File: src/logic/crsr_regs.vh
/*
 * Register offsets, field positions and reset values of the clock route
 * and status register block.
 * Assumes inclusion by bare name from the design file.
 */
`ifndef CRSR_REGS_VH
`define CRSR_REGS_VH

`define CRSR_ADDR_W            10
`define CRSR_OFS_OUT_CTRL      10'h1ba
`define CRSR_OFS_ROUTING       10'h1bb
`define CRSR_OFS_CLK_READBACK  10'h22c
`define CRSR_OFS_HOLD_READBACK 10'h22d

`define CRSR_CTRL_SEL_HI       7
`define CRSR_CTRL_SEL_LO       5
`define CRSR_CTRL_WEAK_BIT     4
`define CRSR_CTRL_RATIO_HI     3
`define CRSR_CTRL_RATIO_LO     0

`define CRSR_ROUTE_PDN_BIT     7
`define CRSR_ROUTE_SEL_HI      6
`define CRSR_ROUTE_SEL_LO      4
`define CRSR_ROUTE_XTAL_HI     3
`define CRSR_ROUTE_XTAL_LO     0

`define CRSR_RATIO_DIV1        4'h0
`define CRSR_RATIO_DIV2        4'h1
`define CRSR_RATIO_DIV4        4'h2
`define CRSR_RATIO_DIV8        4'h4
`define CRSR_RATIO_DIV16       4'h8

`define CRSR_OUT_CTRL_RESET    8'h01
`define CRSR_ROUTING_RESET     8'h00

`define CRSR_HOLD_BIT          3
`define CRSR_AUTOSEL_BIT       2
`define CRSR_CAL_BIT           0

`endif

File: src/logic/crsr_clock_route.v
/*
 * Clock route and status registers of the clock generator.
 * Holds two control bytes that steer the channel prescaler sources,
 * the crystal routing of the low channels and the buffered input-loop
 * output, and two readback bytes of clock presence, loop lock,
 * holdover, automatic reference choice and calibration.
 *
 * Assumes the serial control port ahead of this block turns its
 * transfers into single-byte accesses, each a one-cycle strobe with
 * stable address and data, and that every status input is already
 * synchronous to clock. Writes and reads are single bytes; there is
 * no burst or address increment at this level. The dividers and
 * drivers that consume the outputs sit outside this block and do
 * their own glitch-free switching.
 */
`timescale 1ns/100ps
`include "crsr_regs.vh"

module crsr_clock_route (
    input  wire                    clock,
    input  wire                    sys_rst,
    input  wire [`CRSR_ADDR_W-1:0] regAddr,
    input  wire                    regWrite,
    input  wire [7:0]              regWriteData,
    input  wire                    regRead,
    input  wire                    outputLoopRefOk,
    input  wire                    outputLoopFbOk,
    input  wire                    crystalClockOk,
    input  wire                    testRefOk,
    input  wire                    secondRefOk,
    input  wire                    firstRefOk,
    input  wire                    outputLoopLocked,
    input  wire                    inputLoopLocked,
    input  wire                    holdoverActive,
    input  wire                    autoSelSecondRef,
    input  wire                    calibrationBusy,
    output reg  [7:0]              regReadData,
    output reg                     regReadValid,
    output reg  [9:4]              channelPrescalerSelect,
    output reg  [3:0]              crystalToChannel,
    output reg  [3:0]              bufferedOutRatio,
    output reg                     bufferedOutWeakDrive,
    output reg                     bufferedOutPowerDown
);

    // Reset values, split per field below
    localparam [7:0]        CTRL_RESET  = `CRSR_OUT_CTRL_RESET;
    localparam [7:0]        ROUTE_RESET = `CRSR_ROUTING_RESET;

    // Each control field in its own register
    reg  [2:0]              ctrlSelect_q;
    reg                     ctrlWeak_q;
    reg  [3:0]              ratio_q;
    reg                     routePowerDown_q;
    reg  [2:0]              routeSelect_q;
    reg  [3:0]              routeCrystal_q;

    // Status bytes, one cycle behind the pins
    reg  [7:0]              clkStatus_q;
    reg  [7:0]              holdStatus_q;

    // Combinational helpers
    reg  [7:0]              readData_d;
    reg                     ratioLegal;
    wire [3:0]              newRatio;
    wire [7:0]              outCtrl;
    wire [7:0]              routing;

    wire                    hitOutCtrl;
    wire                    hitRouting;
    wire                    hitClkReadback;
    wire                    hitHoldReadback;
    wire                    wrOutCtrl;
    wire                    wrRouting;

    wire [7:0]              clkStatus_d;
    wire [7:0]              holdStatus_d;
    wire [9:4]              channelPrescalerSelect_d;
    wire [3:0]              crystalToChannel_d;
    wire [3:0]              bufferedOutRatio_d;
    wire                    bufferedOutWeakDrive_d;
    wire                    bufferedOutPowerDown_d;

    genvar                  chan;

    // Address decode
    assign hitOutCtrl      = (regAddr == `CRSR_OFS_OUT_CTRL);
    assign hitRouting      = (regAddr == `CRSR_OFS_ROUTING);
    assign hitClkReadback  = (regAddr == `CRSR_OFS_CLK_READBACK);
    assign hitHoldReadback = (regAddr == `CRSR_OFS_HOLD_READBACK);

    // Readback addresses get no write strobe at all
    assign wrOutCtrl       = regWrite & hitOutCtrl;
    assign wrRouting       = regWrite & hitRouting;

    // Whole bytes as software sees them
    assign outCtrl = {ctrlSelect_q, ctrlWeak_q, ratio_q};
    assign routing = {routePowerDown_q, routeSelect_q, routeCrystal_q};

    assign newRatio = regWriteData[`CRSR_CTRL_RATIO_HI:`CRSR_CTRL_RATIO_LO];

    // Only zero and the four one-hot codes are legal ratios
    always @* begin
        case (newRatio)
            `CRSR_RATIO_DIV1,
            `CRSR_RATIO_DIV2,
            `CRSR_RATIO_DIV4,
            `CRSR_RATIO_DIV8,
            `CRSR_RATIO_DIV16: ratioLegal = 1'b1;
            default:           ratioLegal = 1'b0;
        endcase
    end

    always @(posedge clock or posedge sys_rst) begin
        if (sys_rst) begin
            ctrlSelect_q <= CTRL_RESET[`CRSR_CTRL_SEL_HI:`CRSR_CTRL_SEL_LO];
        end else if (wrOutCtrl) begin
            ctrlSelect_q <= regWriteData[`CRSR_CTRL_SEL_HI:`CRSR_CTRL_SEL_LO];
        end
    end

    // One gives weak drive, zero strong
    always @(posedge clock or posedge sys_rst) begin
        if (sys_rst) begin
            ctrlWeak_q <= CTRL_RESET[`CRSR_CTRL_WEAK_BIT];
        end else if (wrOutCtrl) begin
            ctrlWeak_q <= regWriteData[`CRSR_CTRL_WEAK_BIT];
        end
    end

    // A forbidden code leaves the old ratio, the rest of the byte still lands
    always @(posedge clock or posedge sys_rst) begin
        if (sys_rst) begin
            ratio_q <= CTRL_RESET[`CRSR_CTRL_RATIO_HI:`CRSR_CTRL_RATIO_LO];
        end else if (wrOutCtrl && ratioLegal) begin
            ratio_q <= newRatio;
        end
    end

    // Power-down stops only the driver; the ratio is kept
    always @(posedge clock or posedge sys_rst) begin
        if (sys_rst) begin
            routePowerDown_q <= ROUTE_RESET[`CRSR_ROUTE_PDN_BIT];
        end else if (wrRouting) begin
            routePowerDown_q <= regWriteData[`CRSR_ROUTE_PDN_BIT];
        end
    end

    // Routing byte fields
    always @(posedge clock or posedge sys_rst) begin
        if (sys_rst) begin
            routeSelect_q <= ROUTE_RESET[`CRSR_ROUTE_SEL_HI:`CRSR_ROUTE_SEL_LO];
        end else if (wrRouting) begin
            routeSelect_q <= regWriteData[`CRSR_ROUTE_SEL_HI:`CRSR_ROUTE_SEL_LO];
        end
    end

    always @(posedge clock or posedge sys_rst) begin
        if (sys_rst) begin
            routeCrystal_q <= ROUTE_RESET[`CRSR_ROUTE_XTAL_HI:`CRSR_ROUTE_XTAL_LO];
        end else if (wrRouting) begin
            routeCrystal_q <= regWriteData[`CRSR_ROUTE_XTAL_HI:`CRSR_ROUTE_XTAL_LO];
        end
    end

    // Pin order matches the readback bit order
    assign clkStatus_d = {outputLoopRefOk, outputLoopFbOk, crystalClockOk, testRefOk,
                          secondRefOk, firstRefOk, outputLoopLocked, inputLoopLocked};

    // Reserved bits tied low so they read zero
    assign holdStatus_d[7:4]               = 4'h0;
    assign holdStatus_d[`CRSR_HOLD_BIT]    = holdoverActive;
    assign holdStatus_d[`CRSR_AUTOSEL_BIT] = autoSelSecondRef;
    assign holdStatus_d[1]                 = 1'b0;
    assign holdStatus_d[`CRSR_CAL_BIT]     = calibrationBusy;

    always @(posedge clock or posedge sys_rst) begin
        if (sys_rst) begin
            clkStatus_q <= 8'h00;
        end else begin
            clkStatus_q <= clkStatus_d;
        end
    end

    always @(posedge clock or posedge sys_rst) begin
        if (sys_rst) begin
            holdStatus_q <= 8'h00;
        end else begin
            holdStatus_q <= holdStatus_d;
        end
    end

    // Zero picks the first prescaler, one the second
    generate
        for (chan = 4; chan <= 9; chan = chan + 1) begin : g_chan_sel
            if (chan <= 6) begin : g_ctrl_byte
                // Channels 4 to 6 sit in the control byte
                assign channelPrescalerSelect_d[chan] = outCtrl[`CRSR_CTRL_SEL_LO + chan - 4];
            end else begin : g_route_byte
                // Channels 7 to 9 sit in the routing byte
                assign channelPrescalerSelect_d[chan] = routing[`CRSR_ROUTE_SEL_LO + chan - 7];
            end
        end
    endgenerate

    // Low channels may take the crystal clock instead
    generate
        for (chan = 0; chan < 4; chan = chan + 1) begin : g_chan_xtal
            assign crystalToChannel_d[chan] = routing[`CRSR_ROUTE_XTAL_LO + chan];
        end
    endgenerate

    // Buffered output controls
    assign bufferedOutRatio_d     = outCtrl[`CRSR_CTRL_RATIO_HI:`CRSR_CTRL_RATIO_LO];
    assign bufferedOutWeakDrive_d = outCtrl[`CRSR_CTRL_WEAK_BIT];
    assign bufferedOutPowerDown_d = routing[`CRSR_ROUTE_PDN_BIT];

    // Read data is chosen from the address of the strobe
    always @* begin
        case (1'b1)
            hitOutCtrl:      readData_d = outCtrl;
            hitRouting:      readData_d = routing;
            hitClkReadback:  readData_d = clkStatus_q;
            hitHoldReadback: readData_d = holdStatus_q;
            // Unmapped reads return zero
            default:         readData_d = 8'h00;
        endcase
    end

    // Every output straight from its own flop
    // One-cycle pulse for each read strobe
    always @(posedge clock or posedge sys_rst) begin
        if (sys_rst) begin
            regReadValid <= 1'b0;
        end else begin
            regReadValid <= regRead;
        end
    end

    // Read data holds until the next read
    always @(posedge clock or posedge sys_rst) begin
        if (sys_rst) begin
            regReadData <= 8'h00;
        end else if (regRead) begin
            regReadData <= readData_d;
        end
    end

    // Selects follow the stored field one cycle later
    always @(posedge clock or posedge sys_rst) begin
        if (sys_rst) begin
            channelPrescalerSelect <= 6'h00;
        end else begin
            channelPrescalerSelect <= channelPrescalerSelect_d;
        end
    end

    always @(posedge clock or posedge sys_rst) begin
        if (sys_rst) begin
            crystalToChannel <= 4'h0;
        end else begin
            crystalToChannel <= crystalToChannel_d;
        end
    end

    always @(posedge clock or posedge sys_rst) begin
        if (sys_rst) begin
            bufferedOutRatio <= `CRSR_RATIO_DIV2;
        end else begin
            bufferedOutRatio <= bufferedOutRatio_d;
        end
    end

    always @(posedge clock or posedge sys_rst) begin
        if (sys_rst) begin
            bufferedOutWeakDrive <= 1'b0;
        end else begin
            bufferedOutWeakDrive <= bufferedOutWeakDrive_d;
        end
    end

    always @(posedge clock or posedge sys_rst) begin
        if (sys_rst) begin
            bufferedOutPowerDown <= 1'b0;
        end else begin
            bufferedOutPowerDown <= bufferedOutPowerDown_d;
        end
    end

endmodule // crsr_clock_route

File: config.mk
export PLATFORM = sky130hd
export DESIGN_NAME = crsr_clock_route
export DESIGN_NICKNAME = d
export VERILOG_FILES = /design/src/logic/crsr_clock_route.v
export VERILOG_INCLUDE_DIRS = /design/src /design/src/logic
export SDC_FILE = /design/constraint.sdc
export NUM_CORES = 1
export LEC_CHECK = 0
export BUFFER_PORTS_ARGS = -buffer_cell sky130_fd_sc_hd__buf_4
export CORE_UTILIZATION = 45
export CTS_CLUSTER_SIZE = 24
export DETAILED_ROUTE_END_ITERATION = 6
export PLACE_DENSITY_LB_ADDON = 0.12
export SLEW_MARGIN = 20
export SYNTH_ARGS = -nofsm -noshare
export SYNTH_HDL_FRONTEND = slang
export SYNTH_SLANG_ARGS = --single-unit
File: constraint.sdc
create_clock -name clock -period 1.6 [get_ports clock]
set_clock_uncertainty 0.1 [all_clocks]
set_input_delay 0.16 -clock clock [delete_from_list [all_inputs] [get_ports clock]]
set_output_delay 0.16 -clock clock [all_outputs]
set_load 0.03 [all_outputs]
# Word-level counts from Yosys, hierarchy flattened
# Cells that the tools add are included.
# classes
add_sub_neg,0
multipliers,0
n_div,0
n_lt_le_gt_ge,0
eq_ne,8
n_shift,0
mux,5
n_bitwise,2
n_reduce_logical,3
# op_table
cell,n
$mux W8,3
$eq A10 B10 Y1 const B,2
$eq A10 B9 Y1 const B,2
$reduce_or A5 Y1,1
$eq A4 B1 Y1 const B,1
$eq A4 B2 Y1 const B,1
$eq A4 B3 Y1 const B,1
$eq A4 B4 Y1 const B,1
$logic_not A4 Y1,1
$mux W4,1
$and A1 B1 Y1,2
$logic_and A1 B1 Y1,1
$mux W1,1
# word_totals
regBits,52
latchBits,0
ramBits,0
mem_bits_ro,0
inputBits,33
out_inout_bits,25
word_cells,33
mem_count,0

# Depth between registers and ports, before layout
# Gate-level depths: netlist of the first run.
# depth
ltp_word,5
mapped_depth,5
ltp_nobuf,4

# Least setup slack after synthesis of the first run
# Ideal clock, no wire load.
# synth_path
kind,in2reg
startpoint,input port regAddr[2]
endpoint,"register routePowerDown_q, in the netlist bufferedOutPowerDown_d"
setup_time_ps,125
arrival_ps,1206
required_time_ps,1375
path_slack_ps,169
cell_stages,5
path_buffers,1
cell_sequence,and4b_1 -> buf_2 -> nand3_4 -> nor2_4 -> mux2_2
# synth_via
elab_chain_len,2
# synth_rtl
element,line,text
"start, declared",crsr_clock_route.v:22,"input wire [`CRSR_ADDR_W-1:0] regAddr,"
$eq A10 B9 Y1 (no line),--,
$and A1 B1 Y1,crsr_clock_route.v:94,assign wrRouting = regWrite & hitRouting;
"end signal, assigned",crsr_clock_route.v:143,routePowerDown_q <= ROUTE_RESET[`CRSR_ROUTE_PDN_BIT];
"end signal, assigned",crsr_clock_route.v:145,routePowerDown_q <= regWriteData[`CRSR_ROUTE_PDN_BIT];
"end, declared",crsr_clock_route.v:54,reg routePowerDown_q;
# No other way between the ends.
# A chain may end at the register's enable or synchronous reset.

# Worst setup path in the final report of the first run
# layout_path
startpoint,input port regAddr[2]
endpoint,"register routeCrystal_q[1], in the netlist crystalToChannel_d[1]"
# layout_via
elab_chain_len,2
# layout_rtl
element,line,text
$eq A10 B9 Y1 (no line),--,
$and A1 B1 Y1,crsr_clock_route.v:94,
"end signal, assigned",crsr_clock_route.v:160,routeCrystal_q <= ROUTE_RESET[`CRSR_ROUTE_XTAL_HI:`CRSR_ROUTE_XTAL_LO];
"end signal, assigned",crsr_clock_route.v:162,routeCrystal_q <= regWriteData[`CRSR_ROUTE_XTAL_HI:`CRSR_ROUTE_XTAL_LO];
"end, declared",crsr_clock_route.v:56,reg [3:0] routeCrystal_q;
# No other way between the ends.

==> flow_summary_export.csv, run 1 <==
group,metric,value,unit
outcome,status,"completed",
timing,relSlewSlack,0.695,
placed_design,dp_hpwl,3290,um
global_route,grt-ovfl-total,0,
placed_design,gp_congestion,0.851,
logic_synthesis,synth_nets,188,
setup_path,worstSetupPathType,"in -> reg",
logic_synthesis,synthMuxAreaShare,0.0929,
final_layout,num_antenna_cells,0,
logic_synthesis,synth_compound_area_frac,0.112,
clock_tree,cts_setup_buffers,0,
clock_tree,cts_max_path_buffers,2,
timing,rsz0062_at_grt,"false",
pwr,combPwrFrac,0.122,
logic_synthesis,yosys.area_share.simple,0.120,
clock_tree,cts.clk_slew.worst_paths,0.10,ns
logic_synthesis,yosys-top-cells-count,"50 x dfrtp_1, 12 x mux2_2, 12 x nand2_1",
pwr,ir_worst_vdd,0.621,mV
pwr,seq_power_share,0.568,
global_route,antenna_found_initial,0,
logic_synthesis,syn-mean-instance-area,12.9,sq um
global_route,grt_usage,0.222,
logic_synthesis,synth-seq-cells,52,
timing,hold_violations,0,
placed_design,pre_cts_ws,-0.0111,ns
floorplanning,coreArea,4120,sq um
clock_tree,cts_tree,"built",
clock_tree,insertion_delay,0.31,ns
logic_synthesis,synth_top_area_frac,0.628,
floorplanning,die_area,4700,sq um
clock_tree,hold_buffers,15,
timing,setup_slack,0.308,ns
floorplanning,die_x,68.6,um
timing,min_period_over_period,0.807,
pwr,power.density,878,nW/um^2
global_route,grt_pass1_vias,1538,
pwr,p_leak,1.34,nW
pwr,sw_frac_of_total,0.251,
logic_synthesis,synth_edf_count,0,
logic_synthesis,yosys_warnings,0,
timing,slew_violations,0,
setup_path,startpoint_type,"input pin",
setup_path,cp-end-kind,"register",
floorplanning,die_h,68.6,um
route,via_count,1497,
route,routed_wl,4500,um
setup_path,path_max_fanout,8,
route,drt-pass1-iter-count,4,
final_layout,fill_cells,324,
logic_synthesis,synthesis.area,1990,sq um
logic_synthesis,synth.area.top_cells,"dfrtp_1 63%, mux2_2 6.8%, o21a_1 3.0%",
logic_synthesis,yosys.area_share.adder,0,
min_path,hold_class,"in -> reg",
floorplanning,start_util,0.484,
placed_design,portBuffers,57,
logic_synthesis,yosysMostFrequentCell,"dfrtp_1",
pwr,p_sw,0.000606,W
flow_run,drv_cap,0,
logic_synthesis,synthFlopType,"dfrtp_1",
logic_synthesis,synth_top_family_by_area,"simple AND/OR/NAND/NOR gates",
pwr,p_int,0.00181,W
clock_tree,h-tree-depth,2,
route,drt_iter0_drc,68,
timing,hold-worst-slack,0.00464,ns
clock_tree,numCtsBuffers,5,
pwr,totalPowerFinal,0.00241,W
floorplanning,fp-row-count,23,
setup_path,required,1.70,ns
timing,finalSetupViolations,0,
timing,fin_crit,1.29,ns
logic_synthesis,syn_inst,155,
route,drc_errors,0,
clock_tree,cts_sinks,52,
route,antenna_left,0,
logic_synthesis,ys_types,33,
logic_synthesis,yosysSeqAreaShare,0.654,
final_layout,syn2layout_area_growth,37.9,%
floorplanning,ios,58,
setup_path,rrSetupSlack,0.47,ns
timing,fmax,774,MHz
clock_tree,ctsRootBufferMaster,"clkbuf_8",
route,viasPerCell,5.29,
timing,worstMarginPinSlew,0.456,ns
logic_synthesis,synth_xor_area_frac,0,
global_route,grt_pass1_wl,7250,um
route,wl_per_cell,15.9,um
logic_synthesis,yosys.area.top_type,"dfrtp_1",
clock_tree,cts_resized,0,
pwr,p_clk_frac,0.310,
logic_synthesis,ys_async_sr_fraction,1.00,
final_layout,nets,265,
setup_path,arrival,1.39,ns
final_layout,drive_above_1_share,0.391,
global_route,grt_max_degree,34,
power groups by stage:
stage | registers [W] | logic [W] | clock network [W]
6_report | 0.00137 | 0.000294 | 0.000747
4_1_cts | 0.00137 | 0.000298 | 0.000765
3_5_place_dp | 0.00140 | 0.000268 | 0
5_1_grt | 0.00137 | 0.000322 | 0.000822
3_3_place_gp | 0.00139 | 0.000260 | 0
2_1_floorplan | 0.00143 | 0.000101 | 0
worst max-delay path, stage by stage:
cell and delay, ns:
buf_4 0.11, and4b_1 0.36, nand3_4 0.11, nor2_4 0.27
mux2_2 0.38
cells by family after synthesis:
kind of cell	after synthesis
AO/OA/AOI/OAI	37
buffers and inverters	10
flip-flops	52
multiplexers	17
AND/OR/NAND/NOR	39
per-layer routing:
layer	global-route usage	wire length [um]
met3	0.0395	177
met5	0	0
met2	0.390	2430
met1	0.267	1810
met4	0.0938	87
state kept, by name, indices dropped and copies added (netlist names):
signal                  count
ctrlSelect_q                3
routeSelect_q               3
regReadData                 8
bufferedOutPowerDown        1
clkStatus_q                 8
channelPrescalerSelect      6
bufferedOutRatio_d          4
bufferedOutPowerDown_d      1
crystalToChannel_d          4
bufferedOutWeakDrive        1
bufferedOutRatio            4
crystalToChannel            4
bufferedOutWeakDrive_d      1
regReadValid                1
holdStatus_q                3
placed cells by master (no fill, tap or decap), types with 2 or more instances in the layout:
| master | count |
|---|---|
| o21a_1 | 8 |
| o221ai_1 | 2 |
| a21oi_1 | 9 |
| buf_4 | 62 |
| o22ai_1 | 6 |
| nand2_1 | 12 |
| dfrtp_1 | 50 |
| clkbuf_8 | 5 |
| nor2b_1 | 2 |
| dlygate4sd3_1 | 15 |
| dfstp_2 | 2 |
| o21ai_0 | 10 |
| mux2i_1 | 5 |
| nor2_1 | 9 |
| mux2_2 | 12 |
through the flow:
stage	util	setup TNS, ns	std cells	instance area (sq um)
floorplan	-	0	155	1990
global placement	0.609	0	260	2510
detailed placement	0.609	-0.0235	260	2510
CTS	0.668	0	283	2750
global route	0.668	0	283	2750
finish	0.668	0	283	2750
cell type report:
class / count / area (sq um) / area share
sequential: 52 / 1300 / 0.474
multi-input combinational: 93 / 648 / 0.236
timing repair buffer: 78 / 636 / 0.231
clock buffer: 5 / 68.8 / 0.0250
tap: 50 / 62.6 / 0.0228
clock inverter: 3 / 21.3 / 0.00774
inverter: 2 / 7.51 / 0.00273
final timing paths:
kind                                        from  cells past startpoint                endpoint
setup / recovery                      regAddr[2]                      5   crystalToChannel_d[1]
hold / removal                   regWriteData[7]                      2  bufferedOutPowerDown_d
setup reg to reg           bufferedOutRatio_d[0]                      3          regReadData[0]
hold reg to reg            bufferedOutRatio_d[0]                      0     bufferedOutRatio[0]
max in group asynchronous                sys_rst                      4          clkStatus_q[3]
min in group asynchronous                sys_rst                      3     crystalToChannel[1]
No activity file was read; power rests on OpenSTA's default activity.
==> inputs of run 2 (changes only) <==
ABC_AREA = 1   (was default)
clock period = 1.1 ns   (was 1.6 ns; I/O delays follow)
==> run 2 against run 1 <==
  * The run now ends with setup timing left
  * Power grew 42%
  * Non-clock buffer count rose by 15
  * Design area increased by 9.7%
  * Worst setup slack got worse by 0.39 ns
  * Sequential power up 44%
  * Die area up 4.2%
==> flow_summary_export.csv, run 2 <==
group,metric,value,unit
outcome,status,"finished, violations left",
outcome,violations,"setup timing",
placed_design,portBuffers,57,
global_route,antenna_found_initial,0,
min_path,min_from,"regWriteData[3]",
timing,setup_slack,-0.0772,ns
placed_design,pre_cts_ws,-0.160,ns
setup_path,worstSetupPathType,"reg -> out",
timing,slew_violations,0,
final_layout,syn2layout_area_growth,45.0,%
setup_path,crit_path_start,"bufferedOutRatio[0]",
floorplanning,fp-row-count,24,
timing,hold_violations,0,
timing,relSlewSlack,0.808,
placed_design,dp_hpwl,3250,um
floorplanning,die_area,4890,sq um
timing,fin_crit,1.18,ns
route,antenna_left,0,
placed_design,post_dp_cell_area,2730,sq um
final_layout,final_cell_mix,"70 x buf_4, 50 x dfrtp_1, 49 x nand2_1",
clock_tree,cts_tree,"built",
setup_path,required,0.89,ns
route,via_count,1699,
route,wl_per_cell,13.4,um
logic_synthesis,synth.area.top_cells,"dfrtp_1 60%, nand2_1 9.4%, o21ai_2 5.1%",
clock_tree,numCtsBuffers,5,
floorplanning,ios,58,
setup_path,cp-end-kind,"output port",
global_route,grt_pass1_vias,1635,
setup_path,cp.depth,1,
placed_design,dp_cells,323,
logic_synthesis,yosys.area.top_type,"dfrtp_1",
setup_path,arrival,0.97,ns
global_route,grt_usage,0.200,
clock_tree,cts_sinks,52,
clock_tree,cts.clk_slew.worst_paths,0.09,ns
logic_synthesis,synthFlopType,"dfrtp_1",
logic_synthesis,synth-seq-cells,52,
clock_tree,ctsRootBufferMaster,"clkbuf_8",
timing,hold-worst-slack,0.00883,ns
pwr,p_leak,1.57,nW
logic_synthesis,ys_async_sr_fraction,1.00,
route,drc_errors,0,
logic_synthesis,synth_edf_count,0,
setup_path,crit_path_end,"bufferedOutRatio[0]",
final_layout,nets,329,
route,drt-pass1-iter-count,4,
timing,min_period_over_period,1.07,
floorplanning,coreArea,4380,sq um
timing,worstMarginPinSlew,0.287,ns
route,drt_iter0_drc,125,
logic_synthesis,syn-mean-instance-area,10.4,sq um
floorplanning,start_util,0.474,
final_layout,largest_registers,"clkStatus_q (8), regReadData (8), channelPrescalerSelect (6)",
timing,fmax,849,MHz
logic_synthesis,yosys-top-cells-count,"52 x nand2_1, 50 x dfrtp_1, 18 x inv_1",
final_layout,num_antenna_cells,0,
global_route,grt-ovfl-total,0,
route,routed_wl,4680,um
timing,finalSetupViolations,1,
setup_path,path_buf_inv,1,
flow_run,drv_cap,0,
clock_tree,cts_max_path_buffers,2,
logic_synthesis,yosys_warnings,0,
setup_path,crit_chain,"buf_6",
pwr,power.density,1140,nW/um^2
clock_tree,h-tree-depth,2,
timing,rsz0062_at_grt,"true",
pwr,totalPowerFinal,0.00343,W
logic_synthesis,ys_types,22,
final_layout,instances_no_fill,349,
global_route,grt_pass1_wl,7530,um
clock_tree,cts_setup_buffers,0,
setup_path,r2r-end,"regReadData[0]",
setup_path,startpoint_type,"register",
setup_path,crit_path_top_delay_cell,"dfstp_2",
final_layout,stdcell_area,3010,sq um
setup_path,path_delay_family,"flip-flops",
logic_synthesis,yosysMostFrequentCell,"nand2_1",
route,viasPerCell,4.87,
pwr,ir_worst_vdd,0.867,mV
setup_path,path_max_fanout,1,
clock_tree,insertion_delay,0.31,ns
setup_path,rrSetupSlack,0.05,ns
final_layout,fill_cells,367,
final_layout,drive_above_1_share,0.384,
setup_path,reg2reg_from,"bufferedOutRatio_d[0]",
floorplanning,die_h,70.0,um
logic_synthesis,synth_nets,233,
logic_synthesis,synth_top_area_frac,0.602,
placed_design,gp_congestion,0.775,
setup_path,cp_slowest_stage_delay,0.54,ns
min_path,hold_class,"in -> reg",
logic_synthesis,synthesis.area,2080,sq um
floorplanning,die_x,70.0,um
logic_synthesis,syn_inst,200,
setup_path,r2r_cells,4,
logic_synthesis,yosysSeqAreaShare,0.627,
final_layout,mostFrequentLayoutCell,"buf_4",
global_route,grt_max_degree,53,
## run 2: area by class of cell
class | instances | area, sq um | area share
sequential | 52 | 1300 | 0.433
timing repair buffer | 93 | 779 | 0.259
multi-input combinational | 124 | 684 | 0.227
inverter | 20 | 91.3 | 0.0303
clock buffer | 5 | 68.8 | 0.0228
tap | 52 | 65.1 | 0.0216
clock inverter | 3 | 21.3 | 0.00706
## run 2: metrics by stage
step | setup TNS (ns) | util
3_5_place_dp | -2.41 | 0.623
3_3_place_gp | -2.11 | 0.623
2_1_floorplan | -0.0220 | -
4_1_cts | -0.0817 | 0.686
6_report | -0.0772 | 0.688
5_1_grt | -0.103 | 0.688
## run 2: kinds of logic (layout without fill, tap and decap cells)
family	Yosys count	in the layout	synth area share
and+or+nand+nor	105	105	0.249
AOI/OAI and AO/OA	19	19	0.0716
DFF	52	52	0.627
buffers and inverters	24	121	0.0518
## run 2: report_power, final
| group | switching [W] | leakage (nW) | internal [W] | total (W) |
|---|---|---|---|---|
| Sequential | 0.0000179 | 0.690 | 0.00195 | 0.00197 |
| Combinational | 0.000189 | 0.837 | 0.000188 | 0.000377 |
| Clock | 0.000640 | 0.0445 | 0.000452 | 0.00109 |
| Total | 0.000846 | 1.57 | 0.00259 | 0.00343 |
## run 2: layer usage
metal,up-vias,share of wire,GRT usage
met5,-,0,0
met4,0,0.0096,0.0667
li1,848,-,-
met2,46,0.50,0.337
met1,800,0.45,0.259
met3,5,0.042,0.0375
## run 2: worst min path at each step
| stage | endpoint | cells after the start |
|---|---|---|
| 6_report | bufferedOutRatio_d[3] | 3 |
| 4_1_cts | bufferedOutRatio_d[3] | 3 |
| 3_5_place_dp | regReadData[5] | 3 |
| 3_3_place_gp | regReadData[5] | 3 |
| 2_1_floorplan | clkStatus_q[0] | 0 |
| 5_1_grt | bufferedOutRatio_d[3] | 3 |
## run 2: what timing repair did
action                                  CTS  global route
gates resized for setup                   1             2
hold buffers                             18             0
gates cloned                              0             0
endpoints found under the setup margin    1             3
endpoints found under the hold margin    76             0
## run 2: worst register-to-register path, cell delays in order, from the launching register on
cell and delay (ns):
dfstp_2 0.57, nand4_1 0.10, nand4_1 0.10, nand2_1 0.06
nand2_1 0.06
==> inputs of run 3 (changes only) <==
CORE_UTILIZATION = 46   (was 45)
==> run 3 against run 2 <==
  * The run still ends with setup timing left
  * Cell count grew 1.4%
  * Worst setup slack gained 0.018 ns
  * Critical path depth stayed put
  * Die area fell by 2.1%
  * Clock power is 21% higher
  * Maximum frequency grew 1.5%
  * Non-clock buffer count up 5
  * Sequential power about the same
  * Routed wire length fell by 2.2%
  * First-iteration DRC count shrank 36%
  * Power grew 6.8%
  * Design area rose by 2.4%
==> flow_summary_export.csv, run 3 (synthesis results as in run 2) <==
group,metric,value,unit
outcome,status,"finished, violations left",
outcome,violations,"setup timing",
final_layout,syn2layout_area_growth,48.5,%
placed_design,post_dp_cell_area,2730,sq um
setup_path,path_buf_inv,1,
clock_tree,cts_sinks,52,
setup_path,path_delay_family,"flip-flops",
setup_path,cp_slowest_stage_delay,0.53,ns
route,viasPerCell,4.81,
final_layout,drive_above_1_share,0.397,
route,drt_iter0_drc,80,
pwr,combPwrFrac,0.104,
timing,fin_setup_tns,-0.0595,ns
global_route,use_met3,0.0523,
global_route,busiest_layer,"met2",
setup_path,cp-end-kind,"output port",
pwr,p_clk_frac,0.361,
timing,fmax,862,MHz
floorplanning,fp-row-count,24,
floorplanning,ios,58,
pwr,seq_power_share,0.535,
flow_run,drv_cap,0,
setup_path,path_max_fanout,1,
global_route,grt_pass1_wl,7680,um
route,antenna_left,0,
min_path,hold_class,"in -> reg",
final_layout,nets,334,
setup_path,startpoint_type,"register",
pwr,p_sw,0.000843,W
global_route,gr-usage-met2,0.309,
timing,hold_violations,0,
clock_tree,cts_tree,"built",
clock_tree,cts_max_path_buffers,2,
clock_tree,cts.clk_slew.worst_paths,0.09,ns
setup_path,crit_chain,"buf_6",
final_layout,largest_registers,"clkStatus_q (8), regReadData (8), channelPrescalerSelect (6)",
timing,fin_crit,1.16,ns
timing,slew_violations,0,
global_route,grt_pass1_vias,1638,
route,wl_per_cell,12.9,um
pwr,p_int,0.00283,W
pwr,sw_frac_of_total,0.230,
final_layout,num_antenna_cells,0,
floorplanning,start_util,0.477,
timing,min_period_over_period,1.05,
placed_design,gp_congestion,0.780,
global_route,antenna_found_initial,0,
clock_tree,numCtsBuffers,5,
floorplanning,coreArea,4350,sq um
pwr,p_leak,1.62,nW
pwr,power.density,1190,nW/um^2
timing,rsz0062_at_grt,"true",
timing,finalSetupViolations,1,
clock_tree,insertion_delay,0.30,ns
global_route,grt_usage,0.204,
route,drc_errors,0,
timing,setup_slack,-0.0595,ns
clock_tree,ctsRootBufferMaster,"clkbuf_8",
floorplanning,die_h,69.2,um
global_route,grt_util_met1,0.293,
final_layout,final_core_util,0.709,
floorplanning,die_area,4790,sq um
route,via_count,1701,
setup_path,arrival,0.95,ns
placed_design,dp_hpwl,3250,um
clock_tree,h-tree-depth,2,
pwr,ir_worst_vdd,0.765,mV
route,routed_wl,4570,um
final_layout,stdcell_area,3090,sq um
global_route,grt_max_degree,53,
final_layout,final_cell_mix,"74 x buf_4, 50 x dfrtp_1, 49 x nand2_1",
global_route,grt-ovfl-total,0,
placed_design,pre_cts_ws,-0.162,ns
final_layout,fill_cells,342,
floorplanning,die_x,69.2,um
timing,worstMarginPinSlew,0.290,ns
placed_design,portBuffers,57,
pwr,totalPowerFinal,0.00367,W
route,drt-pass1-iter-count,4,
final_layout,mostFrequentLayoutCell,"buf_4",
setup_path,worstSetupPathType,"reg -> out",
timing,relSlewSlack,0.806,
setup_path,crit_path_top_delay_cell,"dfstp_2",
setup_path,required,0.89,ns
==> run 3: cell type report <==
cell class / count / area [sq um] / share of cell area
timing repair buffer: 98 / 821 / 0.266
clock buffer: 5 / 68.8 / 0.0223
inverter: 20 / 91.3 / 0.0296
sequential: 52 / 1300 / 0.422
clock inverter: 3 / 46.3 / 0.0150
multi-input combinational: 124 / 691 / 0.224
tap: 52 / 65.1 / 0.0211
==> run 3: timing repair <==
item                                    in CTS  in global routing
hold buffers                                18                  0
pin swaps                                    0                  2
endpoints found under the hold margin       74                  0
cloned                                       0                  0
setup buffers                                0                  6
endpoints found under the setup margin       1                 10
gates resized for setup                      1                  4
==> run 3: path summary, 6_finish.rpt <==
check                           slack, ns  cells after the start                   endpoint                  start
worst max-delay path                -0.06                      1        bufferedOutRatio[0]    bufferedOutRatio[0]
worst min-delay path                 0.02                      3      bufferedOutRatio_d[3]        regWriteData[3]
min in group asynchronous            0.32                      4             regReadData[6]                sys_rst
worst min register to register       0.31                      0  channelPrescalerSelect[7]       routeSelect_q[0]
max in group asynchronous            0.29                      4        bufferedOutRatio[0]                sys_rst
worst max register to register       0.09                      4             regReadData[0]  bufferedOutRatio_d[0]
==> run 3: power groups by stage <==
| stage | Clock [W] | Sequential [W] | Combinational (W) |
|---|---|---|---|
| 5_1_grt | 0.00143 | 0.00197 | 0.000419 |
| 3_3_place_gp | 0 | 0.00200 | 0.000326 |
| 2_1_floorplan | 0 | 0.00202 | 0.000125 |
| 6_report | 0.00132 | 0.00196 | 0.000381 |
| 4_1_cts | 0.00135 | 0.00196 | 0.000381 |
| 3_5_place_dp | 0 | 0.00200 | 0.000329 |
==> run 3: layer usage <==
layer	part of all wire	up-vias
met5	0	-
met4	0.014	0
met3	0.045	7
met2	0.47	43
met1	0.47	791
li1	-	860
==> run 3: through the flow <==
step / cells / hold slack [ns]
after detailed placement: 322 / 0.105
after global placement: 322 / 0.0997
final: 354 / 0.0205
after floorplan: 200 / 0.0414
after global routing: 354 / 0.0290
after CTS: 348 / 0.0243
